## src/design/ers_pkg.sv

```systemverilog
// Package: constants, channel map and state carriers of the E1 receive status reporter
package ers_pkg;

	// Timing
	localparam int unsigned CLK_PERIOD_NS = 10;
	localparam int unsigned MS_NS = 1000000;
	localparam int unsigned CYCLES_PER_MS = MS_NS / CLK_PERIOD_NS;
	localparam int unsigned TICK_W = 17;
	localparam int unsigned FAS_HOLDOFF_MS = 128;
	localparam int unsigned CRC_MARK_MS = 8;
	localparam int unsigned CRC_TIMEOUT_MS = 8;
	localparam int unsigned CRC_INTERVAL_MS = 1000;
	localparam logic [7:0] HOLDOFF_DONE = 8'(FAS_HOLDOFF_MS);
	localparam logic [9:0] MARK_END = 10'(CRC_MARK_MS);
	localparam logic [9:0] MARK_LAST = 10'(CRC_MARK_MS - 1);
	localparam logic [9:0] INTERVAL_LAST = 10'(CRC_INTERVAL_MS - 1);
	localparam logic [3:0] TIMEOUT_LAST = 4'(CRC_TIMEOUT_MS - 1);
	localparam logic [4:0] FAS_ERR_THRESH = 5'h10;

	// Channel numbers on the control stream, also the register offsets
	localparam logic [4:0] CH_ALIGN = 5'h10;
	localparam logic [4:0] CH_NONALIGN = 5'h11;
	localparam logic [4:0] CH_STATUS1 = 5'h12;
	localparam logic [4:0] CH_PHASE = 5'h13;
	localparam logic [4:0] CH_CRC_CNT = 5'h14;
	localparam logic [4:0] CH_STATUS2 = 5'h15;
	localparam logic [7:0] IDLE_BYTE = 8'hFF;

	// Primary status byte field positions
	localparam int unsigned S1_FRAME_LOST = 7;
	localparam int unsigned S1_MF_LOST = 6;
	localparam int unsigned S1_FAS_ERR = 5;
	localparam int unsigned S1_SLIP = 4;
	localparam int unsigned S1_AIS = 3;
	localparam int unsigned S1_TS16_AIS = 2;
	localparam int unsigned S1_EXT = 1;
	// Secondary status byte field positions
	localparam int unsigned S2_SPARE15 = 7;
	localparam int unsigned S2_SPARE13 = 6;
	localparam int unsigned S2_MARKER = 3;
	localparam int unsigned S2_CRC_TIMEOUT = 2;
	localparam int unsigned S2_CRC_LOST = 1;
	localparam int unsigned S2_PHASE_B8 = 0;

	// Phase wrap windows: top and bottom quarter of the frame
	localparam logic [7:0] PHASE_HI = 8'hC0;
	localparam logic [7:0] PHASE_LO = 8'h40;

	typedef logic [TICK_W-1:0] ers_tick_cnt_t;

	// Events and levels from the framer core, same clock
	typedef struct packed {
		logic [7:0] ts0_byte;      // Received timeslot 0 byte, bit 1 in MSB
		logic ts0_valid;           // Pulse: ts0_byte is new
		logic ts0_alignment;       // Byte came from an alignment frame
		logic frame_sync_lost;     // Level
		logic multiframe_sync_lost; // Level
		logic fas_error;           // Pulse: one alignment signal error
		logic slip;                // Pulse: controlled slip
		logic all_ones_alarm;      // Level
		logic ts16_all_ones;       // Level
		logic crc_error;           // Pulse: one received CRC error
		logic crc_multiframe_lost; // Level, low once CRC multiframing found
		logic multiframe_pulse;    // Pulse: receive multiframe boundary
		logic spare_frame15;       // Spare bit of frame 15
		logic spare_frame13;       // Spare bit of frame 13
		logic tx_8k_rise;          // Pulse: rising edge of the 8 kHz output
	} ers_rx_t;

	typedef struct packed {
		logic clk_s1, clk_s2, clk_s3;
		logic frm_s1, frm_s2;
		logic ext_s1, ext_s2;
		logic [7:0] bit_cnt;
		logic [7:0] shadow;
		logic out_bit;
		logic [7:0] align_byte;
		logic [7:0] nonalign_byte;
		logic fas_err_tog;
		logic [4:0] fas_err_cnt;
		logic [7:0] holdoff_ms;
		logic slip_tog;
		logic ext_sample;
		logic [7:0] phase;
		logic phase_b8;
		logic phase_seen;
		logic [7:0] crc_cnt;
		logic [9:0] sec_ms;
		logic prev_frame_lost;
		logic sync_timing;
		logic [3:0] sync_ms;
		logic crc_timeout;
		logic spare15;
		logic spare13;
	} ers_state_t;

	typedef struct packed {
		ers_tick_cnt_t cnt;
		logic tick;
	} ers_tick_t;

endpackage

```

## src/design/ers_status_reporter.sv

```systemverilog
// E1 receive status reporter: overhead and status bytes on control channels 16 to 21
`timescale 1ns/1ps
`default_nettype none
module ers_status_reporter #(
	parameter int unsigned CYCLES_PER_MS = ers_pkg::CYCLES_PER_MS
) (
	input wire logic sys_clk_i,                  // 100 MHz system clock
	input wire logic arst_n_i,                   // Asynchronous reset, active low
	input wire logic bp_clk_i,                   // Backplane bit clock pin
	input wire logic bp_frame_i,                 // Backplane frame pulse pin, active high
	input wire logic external_status_input_i,    // External status pin
	input wire logic maint_enable_i,             // Maintenance option active
	input wire ers_pkg::ers_rx_t rx_i,           // Framer events and levels
	output logic control_status_out_stream_o     // Serial control output stream
);
	////////////////////////////////////////////////////////////////////////////////
	// Reset release

	logic rst_s1_q;
	logic rst_n;

	// Two flops so every state flop leaves reset on the same edge
	always_ff @(posedge sys_clk_i or negedge arst_n_i) begin
		if (!arst_n_i) begin
			rst_s1_q <= 1'b0;
			rst_n <= 1'b0;
		end else begin
			rst_s1_q <= 1'b1;
			rst_n <= rst_s1_q;
		end
	end

	////////////////////////////////////////////////////////////////////////////////
	// Millisecond base

	logic ms_tick;

	ers_ms_tick #(
		.CYCLES(CYCLES_PER_MS)
	) u_ms_tick (
		.sys_clk_i(sys_clk_i),
		.rst_n_i(rst_n),
		.tick_o(ms_tick)
	);

	////////////////////////////////////////////////////////////////////////////////
	// Derived terms

	ers_pkg::ers_state_t st_q;
	ers_pkg::ers_state_t st_d;
	logic bit_en;
	logic frame_edge;
	logic [7:0] nxt_cnt;
	logic marker;
	logic interval_end;
	logic [7:0] status1;
	logic [7:0] status2;

	// Backplane bit edge, taken from the synchronised copies only
	assign bit_en = st_q.clk_s2 & ~st_q.clk_s3;
	assign frame_edge = bit_en & st_q.frm_s2;
	assign nxt_cnt = st_q.frm_s2 ? 8'h00 : st_q.bit_cnt + 8'h01;

	// One-second interval marker is high for its first 8 ms
	assign marker = st_q.sec_ms < ers_pkg::MARK_END;
	assign interval_end = ms_tick & (st_q.sec_ms == ers_pkg::MARK_LAST);

	// Primary status byte, assembled from live levels, held toggles and the frame-sampled external status
	always_comb begin
		status1 = 8'h00;
		status1[ers_pkg::S1_FRAME_LOST] = rx_i.frame_sync_lost;
		status1[ers_pkg::S1_MF_LOST] = rx_i.multiframe_sync_lost;
		status1[ers_pkg::S1_FAS_ERR] = st_q.fas_err_tog;
		status1[ers_pkg::S1_SLIP] = st_q.slip_tog;
		status1[ers_pkg::S1_AIS] = rx_i.all_ones_alarm;
		status1[ers_pkg::S1_TS16_AIS] = rx_i.ts16_all_ones;
		status1[ers_pkg::S1_EXT] = st_q.ext_sample;
	end

	// Secondary status byte; bits 5 and 4 stay zero
	always_comb begin
		status2 = 8'h00;
		status2[ers_pkg::S2_SPARE15] = st_q.spare15;
		status2[ers_pkg::S2_SPARE13] = st_q.spare13;
		status2[ers_pkg::S2_MARKER] = marker;
		status2[ers_pkg::S2_CRC_TIMEOUT] = st_q.crc_timeout;
		status2[ers_pkg::S2_CRC_LOST] = rx_i.crc_multiframe_lost;
		status2[ers_pkg::S2_PHASE_B8] = st_q.phase_b8;
	end

	////////////////////////////////////////////////////////////////////////////////
	// Next state

	always_comb begin
		logic [7:0] sel;
		logic wrap_up;
		logic wrap_down;
		sel = ers_pkg::IDLE_BYTE;
		wrap_up = 1'b0;
		wrap_down = 1'b0;
		st_d = st_q;

		// Pin synchronisers; first stages feed only second stages
		st_d.clk_s1 = bp_clk_i;
		st_d.clk_s2 = st_q.clk_s1;
		st_d.clk_s3 = st_q.clk_s2;
		st_d.frm_s1 = bp_frame_i;
		st_d.frm_s2 = st_q.frm_s1;
		st_d.ext_s1 = external_status_input_i;
		st_d.ext_s2 = st_q.ext_s1;

		// Timeslot 0 capture, split by frame type
		if (rx_i.ts0_valid) begin
			if (rx_i.ts0_alignment) begin
				st_d.align_byte = rx_i.ts0_byte;
			end else begin
				st_d.nonalign_byte = rx_i.ts0_byte;
			end
		end

		// Alignment error toggle with hold-off so software sees at most one per window
		if (ms_tick && st_q.holdoff_ms != ers_pkg::HOLDOFF_DONE) begin
			st_d.holdoff_ms = st_q.holdoff_ms + 8'h01;
		end
		if (rx_i.fas_error && st_q.fas_err_cnt != ers_pkg::FAS_ERR_THRESH) begin
			st_d.fas_err_cnt = st_q.fas_err_cnt + 5'h01;
		end
		if (st_q.fas_err_cnt == ers_pkg::FAS_ERR_THRESH &&
				st_q.holdoff_ms == ers_pkg::HOLDOFF_DONE) begin
			st_d.fas_err_tog = ~st_q.fas_err_tog;
			st_d.fas_err_cnt = {4'h0, rx_i.fas_error}; // An error in this cycle is kept
			st_d.holdoff_ms = 8'h00;
		end

		// Slip toggle
		if (rx_i.slip) begin
			st_d.slip_tog = ~st_q.slip_tog;
		end

		// External status sampled at the frame pulse only
		if (frame_edge) begin
			st_d.ext_sample = st_q.ext_s2;
		end

		// Transmit phase: frame position at the 8 kHz rise, ninth bit on wrap
		wrap_up = (st_q.phase >= ers_pkg::PHASE_HI) && (st_q.bit_cnt < ers_pkg::PHASE_LO);
		wrap_down = (st_q.phase < ers_pkg::PHASE_LO) && (st_q.bit_cnt >= ers_pkg::PHASE_HI);
		if (rx_i.tx_8k_rise) begin
			st_d.phase = st_q.bit_cnt;
			st_d.phase_seen = 1'b1;
			if (st_q.phase_seen && (wrap_up || wrap_down)) begin
				st_d.phase_b8 = ~st_q.phase_b8;
			end
		end

		// One-second interval in milliseconds
		if (ms_tick) begin
			st_d.sec_ms = (st_q.sec_ms == ers_pkg::INTERVAL_LAST) ? 10'h000 :
				st_q.sec_ms + 10'h001;
		end

		// CRC error count runs whatever the transmit CRC setting is
		if (maint_enable_i && interval_end) begin
			st_d.crc_cnt = {7'h00, rx_i.crc_error};
		end else if (rx_i.crc_error) begin
			st_d.crc_cnt = st_q.crc_cnt + 8'h01;
		end

		// CRC alignment timeout, armed by regaining basic frame sync
		st_d.prev_frame_lost = rx_i.frame_sync_lost;
		if (rx_i.frame_sync_lost) begin
			st_d.sync_timing = 1'b0;
		end else if (st_q.prev_frame_lost) begin
			st_d.sync_timing = 1'b1;
			st_d.sync_ms = 4'h0;
		end else if (st_q.sync_timing && ms_tick) begin
			if (st_q.sync_ms == ers_pkg::TIMEOUT_LAST) begin
				st_d.sync_timing = 1'b0;
				if (rx_i.crc_multiframe_lost && maint_enable_i) begin
					st_d.crc_timeout = 1'b1;
				end
			end else begin
				st_d.sync_ms = st_q.sync_ms + 4'h1;
			end
		end
		// The clear terms exclude the set term, so no event can be lost here
		if (!rx_i.crc_multiframe_lost || !maint_enable_i) begin
			st_d.crc_timeout = 1'b0;
		end

		// Spare bits refreshed once per multiframe
		if (rx_i.multiframe_pulse) begin
			st_d.spare15 = rx_i.spare_frame15;
			st_d.spare13 = rx_i.spare_frame13;
		end

		// Byte picked for the channel about to start
		unique case (nxt_cnt[7:3])
			ers_pkg::CH_ALIGN: sel = st_q.align_byte;
			ers_pkg::CH_NONALIGN: sel = st_q.nonalign_byte;
			ers_pkg::CH_STATUS1: sel = status1;
			ers_pkg::CH_PHASE: sel = st_q.phase;
			ers_pkg::CH_CRC_CNT: sel = st_q.crc_cnt;
			ers_pkg::CH_STATUS2: sel = status2;
			default: sel = ers_pkg::IDLE_BYTE;
		endcase

		// Serialiser: snapshot at bit 0 so a byte never mixes old and new values
		if (bit_en) begin
			st_d.bit_cnt = nxt_cnt;
			if (nxt_cnt[2:0] == 3'h0) begin
				st_d.shadow = sel;
				st_d.out_bit = sel[7];
			end else begin
				st_d.out_bit = st_q.shadow[3'h7 - nxt_cnt[2:0]];
			end
		end
	end

	////////////////////////////////////////////////////////////////////////////////
	// State register

	// Stream idles high out of reset
	always_ff @(posedge sys_clk_i or negedge rst_n) begin
		if (!rst_n) begin
			st_q <= '0;
			st_q.out_bit <= 1'b1;
		end else begin
			st_q <= st_d;
		end
	end

	assign control_status_out_stream_o = st_q.out_bit;
endmodule
`default_nettype wire

```

## src/design/ers_ms_tick.sv

```systemverilog
// Millisecond enable divider for the status reporter
`timescale 1ns/1ps
`default_nettype none
module ers_ms_tick #(
	parameter int unsigned CYCLES = ers_pkg::CYCLES_PER_MS
) (
	input wire logic sys_clk_i, // System clock
	input wire logic rst_n_i,   // Synchronised reset, active low
	output logic tick_o         // One-cycle pulse every millisecond
);
	localparam ers_pkg::ers_tick_cnt_t LAST = ers_pkg::ers_tick_cnt_t'(CYCLES - 1);

	ers_pkg::ers_tick_t st_q;
	ers_pkg::ers_tick_t st_d;

	// Free-running count, pulse on wrap
	always_comb begin
		st_d = st_q;
		st_d.tick = 1'b0;
		if (st_q.cnt == LAST) begin
			st_d.cnt = '0;
			st_d.tick = 1'b1;
		end else begin
			st_d.cnt = st_q.cnt + 1'b1;
		end
	end

	// State register
	always_ff @(posedge sys_clk_i or negedge rst_n_i) begin
		if (!rst_n_i) begin
			st_q <= '0;
		end else begin
			st_q <= st_d;
		end
	end

	assign tick_o = st_q.tick;
endmodule
`default_nettype wire

```

## config.mk

```make
export PLATFORM = sky130hd
export DESIGN_NAME = ers_status_reporter
export DESIGN_NICKNAME = d
export VERILOG_FILES = /design/src/design/ers_pkg.sv /design/src/design/ers_status_reporter.sv /design/src/design/ers_ms_tick.sv
export SDC_FILE = /design/constraint.sdc
export NUM_CORES = 1
export LEC_CHECK = 0
export BUFFER_PORTS_ARGS = -buffer_cell sky130_fd_sc_hd__buf_2
export CAP_MARGIN = 30
export CORE_ASPECT_RATIO = 1.2
export CORE_UTILIZATION = 48
export DETAILED_ROUTE_END_ITERATION = 6
export GPL_ROUTABILITY_DRIVEN = 0
export GPL_TIMING_DRIVEN = 1
export PLACE_DENSITY = 0.65
export SETUP_SLACK_MARGIN = 0.3
export SLEW_MARGIN = 20
export SYNTH_ARGS = -nofsm -noshare
export SYNTH_HDL_FRONTEND = slang
export SYNTH_SLANG_ARGS = --single-unit
```

## constraint.sdc

```tcl
create_clock -name sys_clk_i -period 7.5 [get_ports sys_clk_i]
set_input_delay 0.375 -clock sys_clk_i [delete_from_list [all_inputs] [get_ports sys_clk_i]]
set_output_delay 0.375 -clock sys_clk_i [all_outputs]
set_load 0.02 [all_outputs]
```

== Word level (Yosys, flattened, before mapping) ==
Index checks and enable logic that the tools add are counted.

* Register bits: 113
* Input bits: 28
* Output and inout bits: 1
* Logic and storage cells: 125

* Add/subtract/negate cells: 8
* $lt $le $gt $ge: 6
* Eq/ne operators: 17
* Muxes and demuxes: 23
* Bitwise logic cells: 9
* Reduce and logical (&&, ||, !) cells: 30

{| class="wikitable"
|+ Operators by type and width
! kind !! number
|-
| 8-bit case mux with 6 select lines || 1
|-
| 5-bit equality test (second input constant) || 7
|-
| 8-bit two-way mux || 4
|-
| 8-bit by 1-bit adder with 8-bit output (second input constant) || 3
|-
| 17-bit by 1-bit adder with 17-bit output (second input constant) || 1
|-
| 17-bit equality test (second input constant) || 1
|-
| 17-bit two-way mux || 1
|-
| 8-bit greater-or-equal comparator (second input constant) || 2
|-
| 8-bit by 7-bit < comparator with 1-bit output (second input constant) || 2
|-
| 2-bit nonzero test || 7
|-
| 13-bit two-way mux || 1
|-
| 10-bit by 1-bit adder with 10-bit output (second input constant) || 1
|-
| 10-bit equality test (second input constant) || 1
|-
| 10-bit by 3-bit equality test with 1-bit output (second input constant) || 1
|-
| 10-bit by 4-bit < comparator with 1-bit output (second input constant) || 1
|-
| 1-bit two-way mux || 10
|-
| 10-bit two-way mux || 1
|-
| 5-bit two-way mux || 2
|-
| 2-bit AND reduction || 5
|-
| 1-bit logical AND || 9
|-
| 8-bit equality test (second input constant) || 1
|-
| 8-bit != test (second input constant) || 1
|-
| 6-bit two-way mux || 1
|-
| 1-bit NOT || 6
|-
| 17 further kinds || 23
|}

== Depth between registers and ports, before layout ==
* Depth after elaboration: 7
* Mapped depth: 9
* Mapped depth without buffers: 8

== Hierarchy ==
From an unflattened synthesis, not the netlist that was laid out.

* Cell total of the unflattened synthesis: 550
* Area, all modules: 5834.3 um^2

{| class="wikitable"
|+ By module, submodules not included
! module !! instances !! cells an instance !! area each (um^2) !! seq. area each (um^2)
|-
| ers_status_reporter || 1 || 475 || 5016.1 || 2353.5
|-
| ers_ms_tick || 1 || 75 || 818.3 || 450.4
|}

== Worst setup path before layout ==
OpenSTA, ideal clock, no wires.

* Kind: reg2reg
* Start: reg st_q[79] (netlist name)
* End: reg st_q[71] (netlist name)
* Library setup time: 0.127 ns
* Arrival: 2.035 ns
* Data required time: 7.373 ns
* Slack: 5.338 ns
* Stages on the path, launching flop included: 10
* Buffers on the path: 2
* Period minus slack after synthesis: 2.162 ns
* Cells stage by stage: dfrtp_1 ha_1 and3_1 buf_6 mux2i_2 buf_6 mux2i_1 o22ai_1 a221oi_1 nor2_1

* Cells in the longest elaborated chain, start to end: 4

{| class="wikitable"
|+ Ends and longest elaborated chain
! element !! RTL line !! source
|-
| start, declared || ers_status_reporter.sv:49 || <nowiki>ers_pkg::ers_state_t st_q;</nowiki>
|-
| start signal, assigned || ers_status_reporter.sv:229 || <nowiki>st_q <= st_d;</nowiki>
|-
| 8-bit by 1-bit adder with 8-bit output (*) || ers_status_reporter.sv:62 || <nowiki>assign nxt_cnt = st_q.frm_s2 ? 8'h00 : st_q.bit_cnt + 8'h01;</nowiki>
|-
| 8-bit two-way mux (*) || ers_status_reporter.sv:62 ||
|-
| 5-bit equality test / 3-bit zero test (equally long branches) || ers_status_reporter.sv:198, ers_status_reporter.sv:211 ||
|-
| 8-bit case mux with 6 select lines / 2-bit AND reduction (equally long branches) || -- ||
|}

Mark *: on every way between the ends. The rest lies on a longest branch, timed or not.
A chain may end at the register's enable or synchronous reset.

== Final worst setup path ==
* Start: reg st_q[78] (netlist name)
* End: reg st_q[71] (netlist name)

Same word-level chain as after synthesis.

==> key figures <==
Logic synthesis
  – Mean Syn Cell Area: about 11 µm²
  – Mapped Cells: 513
  – Synth area leader: dfrtp_1
  – Yosys reg bits: approximately 110
  – Synth top cells by count: dfrtp_1 (111), nor2_1 (64), nand2_1 (47)
  – Mapped Area: 5540 µm²
  – Most frequent cell after synthesis: dfrtp_1
  – Primary FF master, synth: dfrtp_1
  – Syn nets: between 500 and 600
  – Area contributors post-synth: dfrtp_1 (50%), mux2_2 (6.1%), nor2_1 (4.3%)
  – Fraction of the yosys area taken by sequential cells: 50.7%
  – Synth top area share: 50.2%
  – Yosys warnings: 0
  – Post-synthesis cell type count: 61
  – Ys async rst share: 100%
  – Number of synthesized flops with an enable pin: 0

Pwr
  – Worst VDD drop: about 0.00011 V
  – Static Leak: ~0.0027 µW
  – PwrDens: roughly 220 nW/µm²

GRT
  – First-pass GRT wire length: around 19 mm
  – Initial antenna violation count: 0
  – Largest net degree at the start of global routing: 60
  – Gr usage total: between 20% and 30%
  – Grt met3 use: under 10%
  – Grt peak-use layer: met2
  – Met2 usage: about a third
  – Vias in the first global route: 3967
  – Grt met1 use: between 20% and 30%
  – Grt total ovfl: 0

Clock tree
  – H-tree depth: 3
  – Clock root buffer: clkbuf_16
  – Post-cts sizing count: 0
  – Clk sinks: between 100 and 150
  – Post-CTS Setup Inserts: 0
  – Clock-pin slew on the worst setup and hold paths: 70 ps
  – Clk_lat worst skew: between 300 and 400 ps
  – TritonCTS clock tree: done
  – Clock buffer count from CTS: 9
  – Clock buffer depth: 2

Cells and area
  – Area taken by multi-input logic gates: approximately 2600 µm²
  – Number of diodes: 0
  – Fillers: between 1000 and 1500
  – Register Area: 2810 µm²
  – Share of cells above drive strength 1: about 18%
  – Layout net count: around 570
  – Area Overhead vs Synth: 9.43%

Timing
  – Least-Margin Pin Slew: approximately 950 ps
  – Final Hold Violating Endpoints: 0
  – Minimum clock period: ~3100 ps
  – Fmax: approximately 0.32 GHz
  – Final Max Tran Viols: 0
  – Final hold slack: 127 ps
  – Setup violators final: 0
  – RSZ-0062 raised after global routing: false
  – Worst relative slew slack: 35.6%
  – Final setup TNS: 0 ps
  – Layout Skew: 6.11 ps
  – Final worst-path cycle share: about two fifths

Die
  – Core area: ~11000 µm²
  – Die area: about 12000 µm²
  – Initial core utilization: approximately half
  – Die W: 100 µm
  – I/O pin count: 29
  – Std-Cell Rows: 42
  – Die extent in y: about 120 µm

Hold path
  – Worst Hold Endpoint: st_d[91]$_DFF_PN0_
  – Worst Hold Launch: bp_clk_i
  – WHS Path Cells: 1
  – Hold crit path type: input port to flip-flop

Drt
  – Vias post-DR: between 3000 and 4000
  – DRT antenna net count: 0
  – DRC viols: 0
  – Drt initial violations: around 170
  – Pre-antenna DRT Iters: 4
  – DR vias/cell: 5.51
  – Drt wl/cell: roughly 16 µm
  – Post-Route WL: 11.0 mm

Setup path
  – Crit-path max FO: 12
  – Critical Path AT: around 3400 ps
  – Startpoint types: flip-flop
  – R2R setup slack: between 4000 and 5000 ps
  – WP data required: between 7000 and 8000 ps
  – Worst reg2reg path depth: 7
  – Worst R2R End: st_q[71]$_DFFE_PN0P_
  – Crit end category: flip-flop
  – Critical R2R Launch: st_q[78]$_DFFE_PN0P_
  – Critical path class: flip-flop to flip-flop

Placed design
  – Port-buffer cells: 28
  – Hpwl dp: approximately 8 mm

Run
  – Maxcap violations: 0

Outcome
  – Status: finished clean
==> repair_timing <==
action,in CTS,in global routing
endpoints found under the setup margin,0,0
hold buffers,1,0
hold endpoints to repair,2,0
==> metal layers <==
layer,wire (µm),up-vias
li1,-,1852
met1,4960,1873
met2,5430,67
met3,347,18
met4,296,0
met5,0,-
==> cell usage in the layout (no fill, tap or decap), types with 4 or more instances in the layout <==
cell,count
nand2_1,47
nor2b_1,8
clkbuf_16,9
nand3_1,14
a21oi_1,14
xnor2_1,26
ha_1,9
and3_1,7
a221oi_1,4
buf_2,28
nand4_1,19
nor2_1,64
nor3_1,9
inv_1,7
o21ai_0,21
mux2_2,30
xor2_1,20
dfrtp_1,110
mux2i_1,14
==> where the power goes <==
part | total (µW) | internal (µW) | switching [µW]
clock network | 461 | 245 | 215
logic | 163 | 84.8 | 78.2
registers | 738 | 664 | 73.2
==> worst max-delay path: stages, from the launching register on <==
cell and delay [ps]:
dfrtp_1 580, ha_1 360, xor2_1 220, or3b_1 400, a21oi_1 650, nand4_2 390
a221oi_1 330, nor2_1 80
==> how the worst max path moves through the flow <==
| stage | from | to | slack [ps] |
|---|---|---|---|
| finish | st_q[78]$_DFFE_PN0P_ | st_q[71]$_DFFE_PN0P_ | 4370 |
| detailed placement | st_q[78]$_DFFE_PN0P_ | st_q[71]$_DFFE_PN0P_ | 4470 |
| floorplan | rst_n$_DFF_PN0_ | st_d[86]$_DFF_PN0_ | 4150 |
| global route | st_q[78]$_DFFE_PN0P_ | st_q[70]$_DFFE_PN0P_ | 4150 |
| CTS | st_q[78]$_DFFE_PN0P_ | st_q[71]$_DFFE_PN0P_ | 4440 |
| global placement | st_q[78]$_DFFE_PN0P_ | st_q[71]$_DFFE_PN0P_ | 4570 |
==> state kept, by name (all words and copies together) (netlist names) <==
| register | count |
|---|---|
| control_status_out_stream_o | 1 |
| rst_n | 1 |
| rst_s1_q | 1 |
| st_d | 4 |
| st_q | 87 |
| u_ms_tick.st_q | 17 |
| u_ms_tick.tick_o | 1 |
==> stage by stage <==
| step | worst slack (ps) | std cells | total power [µW] | area [µm²] | utilization [%] |
|---|---|---|---|---|---|
| final | 4370 | 691 | 1360 | 6060 | 54.4 |
| after detailed placement | 4470 | 674 | 912 | 5750 | 51.7 |
| after global placement | 4570 | 674 | 903 | 5750 | 51.7 |
| after CTS | 4440 | 691 | 1380 | 6060 | 54.4 |
| after global routing | 4150 | 691 | 1430 | 6060 | 54.4 |
| after floorplan | 4150 | 513 | 855 | 5540 | - |
==> final cells by class <==
cell class / instances / area share [%]
Clock buffer: 11 / 4.17
Inverter: 7 / 0.434
Multi-Input combinational cell: 372 / 42.6
Tap cell: 154 / 3.18
Clock inverter: 5 / 0.661
Timing Repair Buffer: 30 / 2.60
Sequential cell: 112 / 46.4
==> logic make-up (layout without fill, tap and decap cells) <==
group / count (synthesis) / count (layout) / share of synthesized area [%]
DFF: 112 / 112 / 50.7
other: 1 / 1 / 0.0677
adders and majority gates: 9 / 9 / 2.03
AOI/OAI and AO/OA: 71 / 71 / 8.95
buffers and inverters: 29 / 53 / 2.74
xor gates and xnor gates: 47 / 47 / 7.78
muxes: 49 / 49 / 10.4
and+or+nand+nor: 195 / 195 / 17.4
No activity file was read; power rests on OpenSTA's default activity.
